**config.mk**
```make
export PLATFORM = sky130hd
export DESIGN_NAME = abm_cycle
export DESIGN_NICKNAME = d
export VERILOG_FILES = /design/src/design/abm_pkg.sv /design/src/design/abm_fifo.sv /design/src/design/abm_cycle.sv
export VERILOG_INCLUDE_DIRS = /design/src /design/src/design
export SDC_FILE = /design/constraint.sdc
export NUM_CORES = 1
export LEC_CHECK = 0
export BUFFER_PORTS_ARGS = -buffer_cell sky130_fd_sc_hd__buf_4
export CAP_MARGIN = 20
export CORE_UTILIZATION = 59
export DETAILED_ROUTE_END_ITERATION = 8
export PLACE_DENSITY_LB_ADDON = 0.08
export SYNTH_ARGS = -nofsm -noshare
export SYNTH_HDL_FRONTEND = slang
export SYNTH_SLANG_ARGS = --single-unit
```
**constraint.sdc**
```tcl
create_clock -name clk -period 6.4 [get_ports clk]
set_input_delay 0.32 -clock clk [delete_from_list [all_inputs] [get_ports clk]]
set_output_delay 0.32 -clock clk [all_outputs]
set_load 0.05 [all_outputs]
```
**src/design/abm_params.svh**
```systemverilog
// Constants for the asynchronous bus-master cycle-start block
`ifndef ABM_PARAMS_SVH
`define ABM_PARAMS_SVH

// Decoded acknowledge pair {high, low}, active high after inversion
`define ABM_ACK_WAIT 2'h0
`define ABM_ACK_8    2'h1
`define ABM_ACK_16   2'h2
`define ABM_ACK_32   2'h3

// Size output encoding {size_high, size_low}
`define ABM_SIZ_LONG 2'h0
`define ABM_SIZ_BYTE 2'h1
`define ABM_SIZ_WORD 2'h2
`define ABM_SIZ_3B   2'h3

// Port widths in bytes
`define ABM_PORT8_BYTES  3'h1
`define ABM_PORT16_BYTES 3'h2
`define ABM_PORT32_BYTES 3'h4
`define ABM_LONG_BYTES   3'h4

// Read data buffer shape
`define ABM_FIFO_WIDTH 32
`define ABM_FIFO_DEPTH 8

`endif

```
**src/design/abm_pkg.sv**
```systemverilog
// Types for the asynchronous bus-master cycle-start block
package abm_pkg;

  // Each state except IDLE and WAIT lasts one clk period, standing for one half-clock bus state
  typedef enum logic [2:0] {
    ABM_IDLE,
    ABM_S0,
    ABM_S1,
    ABM_S2,
    ABM_S3,
    ABM_WAIT,
    ABM_END
  } abm_state_t;

  typedef struct packed {
    abm_state_t  state;
    logic [1:0]  ack_s1;
    logic [1:0]  ack_s2;
    logic [31:0] din_s1;
    logic [31:0] din_s2;
    logic [31:0] addr;
    logic [2:0]  rem;
    logic [2:0]  space;
    logic        write;
    logic        hit;
    logic        first;
    logic        rmw_cont;
    logic [31:0] wdata;
    logic [31:0] acc;
    logic        wr_dir;
    logic        rmw;
    logic        as;
    logic        ds;
    logic        external_cycle_start;
    logic        operand_cycle_start;
    logic        doe;
    logic [31:0] dout;
    logic        push;
  } abm_regs_t;

endpackage

```
**src/design/abm_fifo.sv**
```systemverilog
// Read data buffer: flip-flop FIFO with valid/ready on both sides
`timescale 1ns/1ns
`include "abm_params.svh"

module abm_fifo #(
  parameter int WIDTH = `ABM_FIFO_WIDTH,
  parameter int DEPTH = `ABM_FIFO_DEPTH
) (
  // Clock and reset
  input  wire logic             clk,
  input  wire logic             srst,
  // Fill side
  input  wire logic             in_valid,
  output logic                  in_ready,
  input  wire logic [WIDTH-1:0] in_data,
  // Drain side
  output logic                  out_valid,
  input  wire logic             out_ready,
  output logic [WIDTH-1:0]      out_data
);
  localparam int AW = $clog2(DEPTH);

  typedef struct packed {
    logic [DEPTH-1:0][WIDTH-1:0] mem;
    logic [AW-1:0]               wp;
    logic [AW-1:0]               rp;
    logic [AW:0]                 cnt;
  } abm_fifo_regs_t;

  abm_fifo_regs_t st_ff;
  abm_fifo_regs_t nxt_st;
  logic           push;
  logic           pop;

  assign in_ready  = st_ff.cnt != (AW+1)'(DEPTH);
  assign out_valid = st_ff.cnt != '0;
  assign out_data  = st_ff.mem[st_ff.rp];
  assign push      = in_valid && in_ready;
  assign pop       = out_valid && out_ready;

  always_comb begin
    nxt_st = st_ff;
    if (push) begin
      nxt_st.mem[st_ff.wp] = in_data;
      nxt_st.wp            = (st_ff.wp == AW'(DEPTH - 1)) ? '0 : st_ff.wp + 1'b1;
    end
    if (pop) begin
      nxt_st.rp = (st_ff.rp == AW'(DEPTH - 1)) ? '0 : st_ff.rp + 1'b1;
    end
    nxt_st.cnt = st_ff.cnt + (AW+1)'(push) - (AW+1)'(pop);
  end

  always_ff @(posedge clk) begin
    if (srst) begin
      st_ff <= '0;
    end else begin
      st_ff <= nxt_st;
    end
  end
endmodule

```
**src/design/abm_cycle.sv**
```systemverilog
// Asynchronous bus-master front end: cycle start, strobes, sizing, read capture
`timescale 1ns/1ns
`include "abm_params.svh"

// Summary of operation
// - Drive low address, size, space, direction first
// - Cache hit abandons cycle before address strobe
// - Cycle-start strobe with early outputs; qualify externally
// - Operand strobe only on operand's first cycle
// - Three-bit space code held during address strobe
// - Size shows remaining bytes, held during strobe
// - Direction changes only when direction differs
// - Locked flag spans whole read-modify-write operation
// - Address of first byte held during strobe
// - Address strobe half a clock after start
// - One to four bytes per bus cycle
// - Read data captured at cycle's last sample
// - Writes drive all thirty-two data lines
// - Write data half a clock after strobe
// - Inputs pass two synchronizing flops before use
// - Misaligned or wide operands split into cycles
// - Acknowledge pair encodes wait or port width
// - Size outputs encode byte, word, three, long
// - Data strobe with address read, later write
module abm_cycle import abm_pkg::*; (
  // Clock and reset
  input  wire logic        clk,
  input  wire logic        srst,
  // Operand requests from the core
  input  wire logic        req_valid,
  output logic             req_ready,
  input  wire logic [31:0] req_addr,
  input  wire logic [2:0]  req_bytes,
  input  wire logic [2:0]  req_space,
  input  wire logic        req_write,
  input  wire logic [31:0] req_wdata,
  input  wire logic        req_cache_hit,
  input  wire logic        req_rmw,
  input  wire logic        req_rmw_cont,
  // Read operands to the core
  output logic             rd_valid,
  input  wire logic        rd_ready,
  output logic [31:0]      rd_data,
  // Bus outputs
  output logic [31:0]      address_lines,
  output logic             size_high,
  output logic             size_low,
  output logic [2:0]       address_space_code,
  output logic             read_not_write,
  output logic             external_cycle_start_n,
  output logic             operand_cycle_start_n,
  output logic             address_strobe_n,
  output logic             data_strobe_n,
  output logic             read_modify_write_flag_n,
  // Data bus as three signals
  input  wire logic [31:0] data_lines_in,
  output logic [31:0]      data_lines_out,
  output logic             data_lines_oe,
  // Termination inputs from the slave
  input  wire logic        transfer_ack_high_n,
  input  wire logic        transfer_ack_low_n
);

  abm_regs_t   st_ff;
  abm_regs_t   nxt_st;
  logic        fifo_in_ready;
  logic [2:0]  start;
  logic [2:0]  avail;
  logic [2:0]  moved;
  logic [2:0]  keep;
  logic [31:0] shifted;
  logic [31:0] top_w;
  logic [63:0] dbl_w;

  // Byte lane where the port's first byte sits, and bytes it can take
  always_comb begin
    case (st_ff.ack_s2)
      `ABM_ACK_32: begin
        start = {1'b0, st_ff.addr[1:0]};
        avail = `ABM_PORT32_BYTES - start;
      end
      `ABM_ACK_16: begin
        start = {2'b00, st_ff.addr[0]};
        avail = `ABM_PORT16_BYTES - start;
      end
      default: begin
        start = 3'h0;
        avail = `ABM_PORT8_BYTES;
      end
    endcase
    moved   = (st_ff.rem < avail) ? st_ff.rem : avail;
    keep    = `ABM_LONG_BYTES - moved;
    shifted = st_ff.din_s2 << {start, 3'b000};
  end

  // Remaining write bytes, top aligned, rotated to the lane of the address
  assign top_w = st_ff.wdata << {(`ABM_LONG_BYTES - st_ff.rem), 3'b000};
  assign dbl_w = {top_w, top_w};

  assign req_ready = (st_ff.state == ABM_IDLE) && !st_ff.push
                     && (req_write || fifo_in_ready);

  always_comb begin
    nxt_st      = st_ff;
    nxt_st.push = 1'b0;
    nxt_st.ack_s1 = ~{transfer_ack_high_n, transfer_ack_low_n};
    nxt_st.ack_s2 = st_ff.ack_s1;
    nxt_st.din_s1 = data_lines_in;
    nxt_st.din_s2 = st_ff.din_s1;
    case (st_ff.state)
      ABM_IDLE: begin
        if (req_valid && req_ready) begin
          nxt_st.addr     = req_addr;
          nxt_st.rem      = req_bytes;
          nxt_st.space    = req_space;
          nxt_st.write    = req_write;
          nxt_st.wdata    = req_wdata;
          nxt_st.hit      = req_cache_hit;
          nxt_st.rmw_cont = req_rmw_cont;
          nxt_st.acc      = '0;
          nxt_st.first    = 1'b1;
          nxt_st.wr_dir   = req_write;
          nxt_st.external_cycle_start      = 1'b1;
          nxt_st.operand_cycle_start      = 1'b1;
          nxt_st.rmw      = st_ff.rmw || req_rmw;
          nxt_st.state    = ABM_S0;
        end
      end
      ABM_S0: begin
        nxt_st.external_cycle_start = 1'b0;
        nxt_st.operand_cycle_start = 1'b0;
        if (st_ff.hit) begin
          nxt_st.rmw   = st_ff.rmw_cont;
          nxt_st.state = ABM_IDLE;
        end else begin
          nxt_st.as    = 1'b1;
          nxt_st.ds    = !st_ff.write;
          // Reads pass S1 and S2 too, so an acknowledge still synced from the
          // previous cycle has drained before WAIT looks at it
          nxt_st.state = ABM_S1;
        end
      end
      ABM_S1: begin
        if (st_ff.write) begin
          nxt_st.doe  = 1'b1;
          nxt_st.dout = dbl_w[{st_ff.addr[1:0], 3'b000} +: 32];
        end
        nxt_st.state = ABM_S2;
      end
      ABM_S2: begin
        nxt_st.ds    = 1'b1;
        nxt_st.state = ABM_WAIT;
      end
      ABM_WAIT: begin
        if (st_ff.ack_s2 != `ABM_ACK_WAIT) begin
          if (!st_ff.write) begin
            nxt_st.acc = (st_ff.acc << {moved, 3'b000}) | (shifted >> {keep, 3'b000});
          end
          nxt_st.addr  = st_ff.addr + {29'h0, moved};
          nxt_st.rem   = st_ff.rem - moved;
          nxt_st.as    = 1'b0;
          nxt_st.ds    = 1'b0;
          nxt_st.doe   = 1'b0;
          nxt_st.state = ABM_END;
        end
      end
      ABM_END: begin
        if (st_ff.rem == 3'h0) begin
          nxt_st.push  = !st_ff.write;
          nxt_st.rmw   = st_ff.rmw_cont;
          nxt_st.state = ABM_IDLE;
        end else begin
          nxt_st.first = 1'b0;
          nxt_st.external_cycle_start   = 1'b1;
          nxt_st.state = ABM_S0;
        end
      end
      default: begin
        nxt_st.state = ABM_IDLE;
      end
    endcase
  end

  always_ff @(posedge clk) begin
    if (srst) begin
      st_ff <= '0;
    end else begin
      st_ff <= nxt_st;
    end
  end

  // Stalling the core on a full buffer keeps a finished read from being lost
  abm_fifo #(
    .WIDTH (`ABM_FIFO_WIDTH),
    .DEPTH (`ABM_FIFO_DEPTH)
  ) u_rd_fifo (
    .clk       (clk),
    .srst      (srst),
    .in_valid  (st_ff.push),
    .in_ready  (fifo_in_ready),
    .in_data   (st_ff.acc),
    .out_valid (rd_valid),
    .out_ready (rd_ready),
    .out_data  (rd_data)
  );

  assign {size_high, size_low}     = st_ff.rem[1:0];
  assign address_lines             = st_ff.addr;
  assign address_space_code        = st_ff.space;
  assign read_not_write            = !st_ff.wr_dir;
  assign external_cycle_start_n    = !st_ff.external_cycle_start;
  assign operand_cycle_start_n     = !(st_ff.operand_cycle_start && st_ff.first);
  assign address_strobe_n          = !st_ff.as;
  assign data_strobe_n             = !st_ff.ds;
  assign read_modify_write_flag_n  = !st_ff.rmw;
  assign data_lines_out            = st_ff.dout;
  assign data_lines_oe             = st_ff.doe;
endmodule

```
==> results of run 1 <==
==> layout make-up <==
class / count / share of cell area
clock inverters: 16 / 0.008358
multi-input cells: 1797 / 0.4316
flip-flops and latches: 482 / 0.3750
diodes: 4 / 0.0003888
repair buffers: 319 / 0.1003
inverters: 27 / 0.003936
well taps: 468 / 0.02274
clock buffers: 72 / 0.05768
==> cell usage in the layout (no fill, tap or decap), types with 9 or more instances in the layout <==
cell / instances
a221o_1: 16
inv_1: 22
buf_4: 250
o21ai_0: 36
clkbuf_16: 51
clkbuf_8: 13
a32o_1: 9
ha_1: 22
a32oi_1: 18
dfxtp_1: 480
a21oi_1: 358
mux2i_1: 66
dlygate4sd3_1: 66
nor3_1: 27
a221oi_1: 11
nor2b_1: 70
nand2_1: 674
mux2_2: 41
mux4_2: 64
a211oi_1: 16
o31ai_1: 9
nor2_1: 82
o2bb2ai_1: 24
nand3b_1: 26
nand3_1: 34
a22oi_1: 10
o21ai_1: 9
o221ai_1: 32
and3_1: 13
==> power groups by stage <==
stage          Sequential [mW]  Combinational [mW]  Clock [mW]
3_3_place_gp              3.37                1.60           0
6_report                  3.31                1.68        3.00
5_1_grt                   3.33                1.82        3.16
4_1_cts                   3.31                1.67        3.02
2_1_floorplan             3.27                1.32           0
3_5_place_dp              3.37                1.63           0
==> logic make-up (layout without fill, tap and decap cells) <==
| logic type | count (synthesis) | after routing |
|---|---|---|
| AOI/OAI and AO/OA | 608 | 608 |
| muxes | 171 | 171 |
| other | 0 | 4 |
| DFF | 482 | 482 |
| adders and majority gates | 25 | 25 |
| xor gates and xnor gates | 9 | 9 |
| buffers and inverters | 324 | 434 |
| and+or+nand+nor | 984 | 984 |
==> critical path, delay by kind of cell, from the launching register on <==
kind | cells | cell delay (ns)
and+or+nand+nor | 7 | 1.53
adders and majority gates | 4 | 1.16
buffers and inverters | 4 | 0.93
DFF | 1 | 0.70
AOI/OAI and AO/OA | 3 | 0.50
==> sequential cells by signal (all words and copies together), names as in the netlist <==
register and cells:
address_lines 32, address_space_code 3, data_lines_oe 1, data_lines_out 32, nxt_st 34, size_high 1
size_low 1, st_ff 112, u_rd_fifo.st_ff 266
==> cells in the mapped netlist (all sizes together), types with 4 or more instances <==
| cell | n |
|---|---|
| a211oi | 17 |
| a21o | 8 |
| a21oi | 358 |
| a221o | 16 |
| a221oi | 13 |
| a22oi | 10 |
| a2bb2oi | 8 |
| a31oi | 5 |
| a32o | 9 |
| a32oi | 18 |
| and3 | 13 |
| buf | 102 |
| clkbuf | 195 |
| dfxtp | 482 |
| ha | 22 |
| inv | 25 |
| mux2 | 41 |
| mux2i | 66 |
| mux4 | 64 |
| nand2 | 674 |
| nand2b | 6 |
| nand3 | 34 |
| nand3b | 26 |
| nand4 | 4 |
| nor2 | 86 |
| nor2b | 70 |
| nor3 | 30 |
| nor3b | 5 |
| nor4 | 7 |
| o2111ai | 8 |
| o21ai | 45 |
| o221ai | 32 |
| o2bb2ai | 24 |
| o31ai | 9 |
| or2 | 5 |
| or3 | 7 |
| or4 | 4 |
| xnor2 | 6 |
==> how the worst max path moves through the flow <==
stage | depth (start not counted) | endpoint | slack (ns)
floorplan | 20 | st_ff[56]$_SDFFE_PP0P_ | 1.71
global placement | 16 | st_ff[47]$_SDFFE_PP0P_ | 1.23
detailed placement | 18 | address_lines[24]$_SDFFE_PP0P_ | 1.50
CTS | 18 | address_lines[24]$_SDFFE_PP0P_ | 1.49
global route | 18 | address_lines[22]$_SDFFE_PP0P_ | 0.96
finish | 18 | address_lines[24]$_SDFFE_PP0P_ | 1.41
==> timing repair <==
action	4_1_cts	5_1_grt
resized for setup	0	0
hold buffers	66	0
hold endpoints to repair	66	0
==> per-layer routing <==
layer | GRT usage | vias to the layer above | wire length (µm)
met4 | 0.1522 | 0 | 2511
met3 | 0.04177 | 171 | 5027
met2 | 0.5761 | 873 | 31990
met5 | 0 | - | 0
li1 | - | 9134 | -
met1 | 0.4272 | 9338 | 26140
==> impl_metrics.json, run 1 <==
{
  "synth.area.mux_share": 0.1156,
  "r2r-end": "address_lines[24]$_SDFFE_PP0P_",
  "max_stage_delay_ns": 0.70,
  "yosys_warnings": 0,
  "synth_top_area_share": 0.4351,
  "rr_startpoint": "address_lines[1]$_SDFFE_PP0P_",
  "hold_viol_final": 0,
  "dp.cells": 3027,
  "design_power_total_mw": 7.997,
  "setup_slack_ns": 1.406,
  "wl_per_cell_um": 20.62,
  "p_int_mw": 5.541,
  "slew_headroom": 0.2295,
  "synth-compound-area-share": 0.1710,
  "nFillCells": 2886,
  "power_frac_clock": 0.375,
  "whs_path_depth": 3,
  "ys_ff_latch": 482,
  "hold_path.class": "input port to flip-flop",
  "synth_fp_nets": 2740,
  "ys.flop_type": "dfxtp_1",
  "die_x_um": 195.9,
  "reg2regPathDepth": 18,
  "path_clk_slew_ns": 0.06,
  "register_area_mm2": 0.009654,
  "clkSinkCount": 482,
  "switching_power_mw": 2.456,
  "viasPerCell": 6.127,
  "grt.overflow.total": 0,
  "synth_xor_area_frac": 0.003555,
  "synthCells": 2603,
  "track_usage": 0.3373,
  "async_flop_share": 0,
  "switching_share": 0.3071,
  "min_period_ns": 4.994,
  "crit_slowest_cell": "dfxtp_1",
  "grt_start_max_net_pins": 210,
  "design_area_mm2": 0.02575,
  "globalplace.congestion": 0.9453,
  "dpl.hpwl_um": 41470,
  "drv_cap": 0,
  "avgSynthCellArea_um2": 8.519,
  "drv_slew": 0,
  "dpl_cell_area_mm2": 0.02338,
  "crit_chain": "inv_2, ha_1, nand2_1, a21boi_1, inv_1, ha_1, nor3_1, o32ai_4, buf_4, inv_2, ha_1, fa_1, a21oi_1, or3_1, nor3_1, nand2_1, nor3_1, nor4_1",
  "finalNetCount": 2813,
  "startpoint": "address_lines[1]$_SDFFE_PP0P_",
  "die_h_um": 195.9,
  "route.detailed.drc": 0,
  "start_util": 0.6028,
  "layout-drive-gt1-share": 0.1747,
  "worstMarginPinSlew_ns": 1.151,
  "setup-tns-final_ns": 0,
  "areaGrowthSynthToFinish_pct": 16.11,
  "dieArea_mm2": 0.03836,
  "instances_no_fill": 3185,
  "routed-via-count": 19520,
  "num_rows": 70,
  "path_class": "flip-flop to flip-flop",
  "fin_crit_sh": 0.7802,
  "wl_um": 65660,
  "whs_ns": 0.02874,
  "grt_pass1_vias": 18890,
  "place_ws_ns": 1.499,
  "max_freq_ghz": 0.2003,
  "cp.arrival_ns": 5.42,
  "cts_buffers": 49,
  "ff2ff_setup_slack_ns": 1.41,
  "skew_ns": 0.01092,
  "cts-root-buf": "clkbuf_16",
  "comb_power_share": 0.210,
  "multi_input_area_mm2": 0.01111,
  "dr.pass1.iters": 6,
  "yosys.area_share.simple": 0.1923,
  "synth_top_family_by_area": "simple AND/OR/NAND/NOR gates",
  "crit_required_ns": 6.83,
  "fin_util": 0.6999,
  "drtAntennaViolNets": 0,
  "clock_latency_ns": 0.59,
  "synthTopCellsByArea": "dfxtp_1, nand2_1, a21oi_1",
  "synth_area_mm2": 0.02218,
  "rsz0062_at_grt": "false",
  "core-area_mm2": 0.03679,
  "power_density_mw_per_mm2": 310.6,
  "clockBufferDepth": 3,
  "h-tree-depth": 2,
  "cts_tree": "built",
  "drt_iter0_markers": 1702,
  "finalSetupViolCount": 0,
  "numPortBuffers": 221,
  "seq_area_frac_synth": 0.4351,
  "leakage_nw": 9.301,
  "synth_edf_count": 0,
  "cp-end-kind": "flip-flop",
  "critPathLaunchType": "flip-flop",
  "yosys.area.top_type": "dfxtp_1",
  "yosysUniqueCellTypes": 77,
  "path_max_fanout": 32,
  "synthAdderAreaFrac": 0.01512,
  "seqPwrFrac": 0.414,
  "hold_path_end": "address_lines[3]$_SDFFE_PP0P_",
  "antenna_found_initial": 4,
  "peakVddDrop_v": 0.0002358,
  "io-pin-count": 222,
  "postCtsSetupRepairBufs": 0,
  "status": "completed",
  "grt_pass1_wl_um": 102600,
  "min_from": "req_addr[3]"
}
Power figures use the tool's default switching activity.
==> inputs of run 2 (changes only) <==
--- a/config.mk
+++ b/config.mk
@@ -8,7 +8,7 @@
 export LEC_CHECK = 0
 export BUFFER_PORTS_ARGS = -buffer_cell sky130_fd_sc_hd__buf_4
 export CAP_MARGIN = 20
-export CORE_UTILIZATION = 59
+export CORE_UTILIZATION = 54
 export DETAILED_ROUTE_END_ITERATION = 8
 export PLACE_DENSITY_LB_ADDON = 0.08
 export SYNTH_ARGS = -nofsm -noshare
==> constraint.sdc (replaced) <==
create_clock -name clk -period 4.24 [get_ports clk]
set_input_delay 0.212 -clock clk [delete_from_list [all_inputs] [get_ports clk]]
set_output_delay 0.212 -clock clk [all_outputs]
set_load 0.05 [all_outputs]
==> run 2 against run 1 <==
Core utilization shrank 4.5 points. Via count grew 0.78%. Sequential power is 50% higher. Sequential cell count unchanged. First-iteration DRC count is 6.1% higher. Count of clock-buffer cells in the layout grew 4. Hold slack got worse by 0.0051 ns. Largest cell class unchanged.
==> impl_metrics.json, run 2 (synthesized netlist as in run 1, its figures left out) <==
{
  "layout_commonest_cell": "nand2_1",
  "fin_util": 0.6548,
  "power_density_mw_per_mm2": 458.0,
  "num_rows": 73,
  "start_util": 0.5530,
  "busiest_layer": "met2",
  "routed-via-count": 19670,
  "worstMarginPinSlew_ns": 1.068,
  "fin_crit_sh": 0.9506,
  "gr-usage-met2": 0.5411,
  "min_period_ns": 4.030,
  "rsz0062_at_grt": "false",
  "clockBufferDepth": 3,
  "die_x_um": 204.6,
  "h-tree-depth": 2,
  "cp.arrival_ns": 4.46,
  "cp-end-kind": "flip-flop",
  "path_max_fanout": 7,
  "critPathLaunchType": "flip-flop",
  "leakage_nw": 9.498,
  "final_cell_mix": "nand2_1, dfxtp_1, a21oi_1",
  "hold_viol_final": 0,
  "finalSetupViolCount": 0,
  "crit_required_ns": 4.67,
  "cts_buffers": 49,
  "status": "completed",
  "setup-tns-final_ns": 0,
  "grt_pass1_wl_um": 104500,
  "whs_path_depth": 3,
  "io-pin-count": 222,
  "max_freq_ghz": 0.2481,
  "globalplace.congestion": 0.8938,
  "grt_start_max_net_pins": 190,
  "largest_register_ffs": 266,
  "skew_ns": 0.01567,
  "hold_path_end": "size_high$_SDFFE_PP0P_",
  "layout-drive-gt1-share": 0.1756,
  "core-area_mm2": 0.04010,
  "instances_no_fill": 3293,
  "largest-register": "u_rd_fifo.st_ff",
  "cts-root-buf": "clkbuf_16",
  "nFillCells": 3305,
  "grtUsageMet3": 0.04263,
  "min_from": "req_bytes[1]",
  "grt_pass1_vias": 18990,
  "drt_iter0_markers": 1806,
  "dp.cells": 3104,
  "r2r-end": "address_lines[23]$_SDFFE_PP0P_",
  "areaGrowthSynthToFinish_pct": 18.41,
  "numPortBuffers": 221,
  "wl_per_cell_um": 20.40,
  "rr_startpoint": "address_lines[0]$_SDFFE_PP0P_",
  "die_h_um": 204.6,
  "clkSinkCount": 482,
  "reg2regPathDepth": 17,
  "grtUsageMet1": 0.4018,
  "grt.overflow.total": 0,
  "route.detailed.drc": 0,
  "path_clk_slew_ns": 0.06,
  "clock_latency_ns": 0.59,
  "multi_input_area_mm2": 0.01111,
  "whs_ns": 0.02369,
  "drv_slew": 0,
  "drtAntennaViolNets": 0,
  "dpl.hpwl_um": 43110,
  "antenna_found_initial": 0,
  "drv_cap": 0,
  "slew_headroom": 0.2880,
  "viasPerCell": 5.973,
  "register_area_mm2": 0.009654,
  "cts_tree": "built",
  "dr.pass1.iters": 5,
  "path_class": "flip-flop to flip-flop",
  "dieArea_mm2": 0.04188,
  "peakVddDrop_v": 0.0002883,
  "track_usage": 0.3167,
  "hold_path.class": "input port to flip-flop",
  "ff2ff_setup_slack_ns": 0.21,
  "antenna_cells": 0,
  "wl_um": 67190,
  "finalNetCount": 2867,
  "postCtsSetupRepairBufs": 0
}
[run 2: cell type report]
type / count / share of cell area
multi-input cells: 1797 / 0.4232
flip-flops and latches: 482 / 0.3677
repair buffers: 373 / 0.1185
clock buffers: 76 / 0.05480
well taps: 525 / 0.02502
clock inverters: 13 / 0.006957
inverters: 27 / 0.003860
[run 2: power by group]
part	internal (mW)	switching, mW
registers	4.71	0.265
clock network	2.58	1.81
logic	0.992	1.67
total	8.28	3.74
[run 2: layer usage]
| layer | share of wire | routed length, µm | vias up |
|---|---|---|---|
| met5 | 0 | 0 | - |
| met4 | 0.035 | 2371 | 0 |
| met3 | 0.064 | 4275 | 173 |
| met2 | 0.49 | 32860 | 738 |
| met1 | 0.41 | 27690 | 9507 |
| li1 | - | - | 9251 |
[run 2: worst max path at each step]
stage,from,to,slack (ns)
CTS,address_lines[0]$_SDFFE_PP0P_,address_lines[30]$_SDFFE_PP0P_,0.16
finish,address_lines[0]$_SDFFE_PP0P_,address_lines[23]$_SDFFE_PP0P_,0.21
global placement,address_lines[0]$_SDFFE_PP0P_,address_lines[30]$_SDFFE_PP0P_,0.27
global route,address_lines[0]$_SDFFE_PP0P_,address_lines[31]$_SDFFE_PP0P_,0.006
detailed placement,address_lines[0]$_SDFFE_PP0P_,address_lines[30]$_SDFFE_PP0P_,0.17
floorplan,address_lines[0]$_SDFFE_PP0P_,st_ff[56]$_SDFFE_PP0P_,0.004
[run 2: worst max-delay path, stage by stage, from the launching register on]
cell      delay (ns)
dfxtp_1         0.37
clkinv_1        0.11
ha_1            0.29
nand2_1         0.05
a21boi_1        0.25
inv_1           0.08
ha_1            0.23
a21oi_1         0.23
o21ai_1         0.15
a22o_1          0.29
ha_1            0.28
a21o_1          0.19
a21oi_1         0.49
buf_4           0.21
or4_1           0.28
nor4_2          0.06
a221oi_1        0.22
a21oi_1         0.10
[run 2: metrics by stage]
stage | power (mW) | setup WS [ns] | area, µm²
6_report | 12.03 | 0.2096 | 26260
4_1_cts | 12.05 | 0.1590 | 26250
5_1_grt | 12.49 | 0.005504 | 26260
3_3_place_gp | 7.594 | 0.2701 | 23630
3_5_place_dp | 7.631 | 0.1726 | 23630
2_1_floorplan | 6.936 | 0.004314 | 22190
[run 2: repair_timing]
action / in CTS / in global routing
endpoints found under the setup margin: 0 / 12
hold buffers: 100 / 0
endpoints found under the hold margin: 100 / 0
resized for setup: 0 / 3
==> inputs of run 3 (changes only) <==
--- a/config.mk
+++ b/config.mk
@@ -8,7 +8,7 @@
 export LEC_CHECK = 0
 export BUFFER_PORTS_ARGS = -buffer_cell sky130_fd_sc_hd__buf_4
 export CAP_MARGIN = 20
-export CORE_UTILIZATION = 54
+export CORE_UTILIZATION = 50
 export DETAILED_ROUTE_END_ITERATION = 8
 export PLACE_DENSITY_LB_ADDON = 0.08
 export SYNTH_ARGS = -nofsm -noshare
==> run 3 against run 2 <==
Combinational power grew 2%. Wire length rose by 1.3%. Non-clock buffer count is 8 lower. Clock skew down 0.0065 ns. Die area rose by 7.9%. Critical endpoint is now address_lines[30]$_SDFFE_PP0P_. Largest power group unchanged.
==> impl_metrics.json, run 3 (synthesized netlist as in run 1, its figures left out) <==
{
  "worstMarginPinSlew_ns": 1.110,
  "grt.overflow.total": 0,
  "path_delay_family": "simple AND/OR/NAND/NOR gates",
  "reg2regPathDepth": 17,
  "core-area_mm2": 0.04336,
  "path_clk_slew_ns": 0.06,
  "io-pin-count": 222,
  "clockBufferDepth": 3,
  "crit_slowest_cell": "or3_1",
  "leakage_nw": 9.562,
  "largest-register": "u_rd_fifo.st_ff",
  "clkSinkCount": 482,
  "wl_um": 68040,
  "switching_power_mw": 3.834,
  "path_buf_inv": 3,
  "cp.arrival_ns": 4.46,
  "setup_slack_ns": 0.2944,
  "place_ws_ns": 0.1456,
  "drtAntennaViolNets": 0,
  "num_rows": 76,
  "routed-via-count": 19450,
  "cts_tree": "built",
  "r2r-end": "address_lines[30]$_SDFFE_PP0P_",
  "nFillCells": 3798,
  "die_x_um": 212.6,
  "drv_slew": 0,
  "max_stage_delay_ns": 0.49,
  "largest_register_ffs": 266,
  "grt_pass1_wl_um": 105900,
  "cts-root-buf": "clkbuf_16",
  "min_from": "req_addr[1]",
  "numPortBuffers": 221,
  "power_frac_clock": 0.385,
  "fin_crit_sh": 0.9306,
  "wl_per_cell_um": 20.29,
  "switching_share": 0.3088,
  "postCtsSetupRepairBufs": 0,
  "globalplace.congestion": 0.8699,
  "viasPerCell": 5.801,
  "cp-end-kind": "flip-flop",
  "dpl.hpwl_um": 42410,
  "min_period_ns": 3.946,
  "whs_path_depth": 3,
  "hold_path.class": "input port to flip-flop",
  "route.detailed.drc": 0,
  "max_freq_ghz": 0.2534,
  "power_density_mw_per_mm2": 468.6,
  "crit_chain": "clkinv_1, ha_1, nand2_1, a21boi_1, inv_1, ha_1, nor3_1, o32ai_4, inv_2, ha_1, fa_1, a21oi_1, or3_1, or2_1, nor3_1, a221oi_1, nor3_1",
  "grt_start_max_net_pins": 174,
  "skew_ns": 0.009169,
  "areaGrowthSynthToFinish_pct": 19.48,
  "dr.pass1.iters": 5,
  "layout-drive-gt1-share": 0.1803,
  "setup-tns-final_ns": 0,
  "drv_cap": 0,
  "p_int_mw": 8.582,
  "finalSetupViolCount": 0,
  "status": "completed",
  "final_cell_mix": "nand2_1, dfxtp_1, a21oi_1",
  "path_max_fanout": 5,
  "antenna_found_initial": 1,
  "seqPwrFrac": 0.396,
  "path_class": "flip-flop to flip-flop",
  "peakVddDrop_v": 0.0003890,
  "track_usage": 0.3001,
  "die_h_um": 212.6,
  "grt_pass1_vias": 19130,
  "clock_latency_ns": 0.60,
  "start_util": 0.5114,
  "rsz0062_at_grt": "false",
  "ff2ff_setup_slack_ns": 0.29,
  "drt_iter0_markers": 1594,
  "h-tree-depth": 2,
  "layout_commonest_cell": "nand2_1",
  "rr_startpoint": "address_lines[0]$_SDFFE_PP0P_",
  "comb_power_share": 0.219,
  "cts_buffers": 51,
  "hold_viol_final": 0,
  "hold_path_end": "address_lines[1]$_SDFFE_PP0P_",
  "finalNetCount": 2861,
  "fin_util": 0.6110,
  "crit_required_ns": 4.75,
  "slew_headroom": 0.2599,
  "dieArea_mm2": 0.04520,
  "critPathLaunchType": "flip-flop"
}
==> run 3: changes by cell type in the layout (fill, tap and decap cells not counted), moves of 3 or more <==
cell and delta:
clkinvlp_4 +5, dlygate4sd3_1 +3, buf_4 -10, clkbuf_1 -13, clkbuf_16 +3, bufinv_16 +3, clkinv_2 +10
==> run 3: metal layers <==
layer / vias to the layer above / wire (µm) / GRT usage
met1: 9407 / 28600 / 0.3863
met4: 0 / 1834 / 0.09650
li1: 9243 / - / -
met5: - / 0 / 0
met2: 676 / 33120 / 0.5115
met3: 125 / 4492 / 0.04889
==> run 3: layout make-up <==
cell class,instances,area [µm²],area share
multi-input cells,1797,11140,0.4204
diodes,1,2.502,0.00009445
clock inverters,30,355.3,0.01341
flip-flops and latches,482,9654,0.3644
clock buffers,66,1465,0.05530
well taps,585,732.0,0.02763
inverters,27,101.3,0.003825
repair buffers,365,3047,0.1150
==> run 3: how the worst max path moves through the flow <==
stage,start,to,slack (ns),cells past startpoint
after detailed placement,address_lines[0]$_SDFFE_PP0P_,st_ff[47]$_SDFFE_PP0P_,0.15,17
final,address_lines[0]$_SDFFE_PP0P_,address_lines[30]$_SDFFE_PP0P_,0.29,17
after global placement,address_lines[0]$_SDFFE_PP0P_,st_ff[47]$_SDFFE_PP0P_,0.37,17
after floorplan,address_lines[0]$_SDFFE_PP0P_,st_ff[56]$_SDFFE_PP0P_,0.004,21
after global routing,address_lines[0]$_SDFFE_PP0P_,address_lines[30]$_SDFFE_PP0P_,0.01,17
after CTS,address_lines[0]$_SDFFE_PP0P_,st_ff[47]$_SDFFE_PP0P_,0.11,17
==> run 3: per-stage QoR <==
step,instances,cell area [µm²],total power [mW],hold slack (ns)
after global placement,3153,23610,7.588,0.3953
after floorplan,2603,22190,6.936,0.2787
after CTS,3352,26460,12.47,0.0007036
after global routing,3353,26490,12.92,0.01864
final,3353,26490,12.42,0.01701
after detailed placement,3153,23610,7.625,0.3857
==> run 3: worst min-delay path, stage by stage <==
cell	delay, ns
buf_4	0.08
a221oi_1	0.07
a211oi_1	0.20
==> run 3: power groups by stage <==
stage | Combinational (mW) | Clock, mW | Sequential, mW
floorplan | 2.00 | 0 | 4.93
global placement | 2.58 | 0 | 5.01
detailed placement | 2.61 | 0 | 5.01
CTS | 2.69 | 4.86 | 4.92
global route | 2.93 | 5.05 | 4.94
finish | 2.72 | 4.78 | 4.92
==> run 3: repair_timing <==
item	CTS	global route
gates resized for setup	0	7
hold buffers	103	0
endpoints found under the hold margin	103	0
setup endpoints to repair	0	33
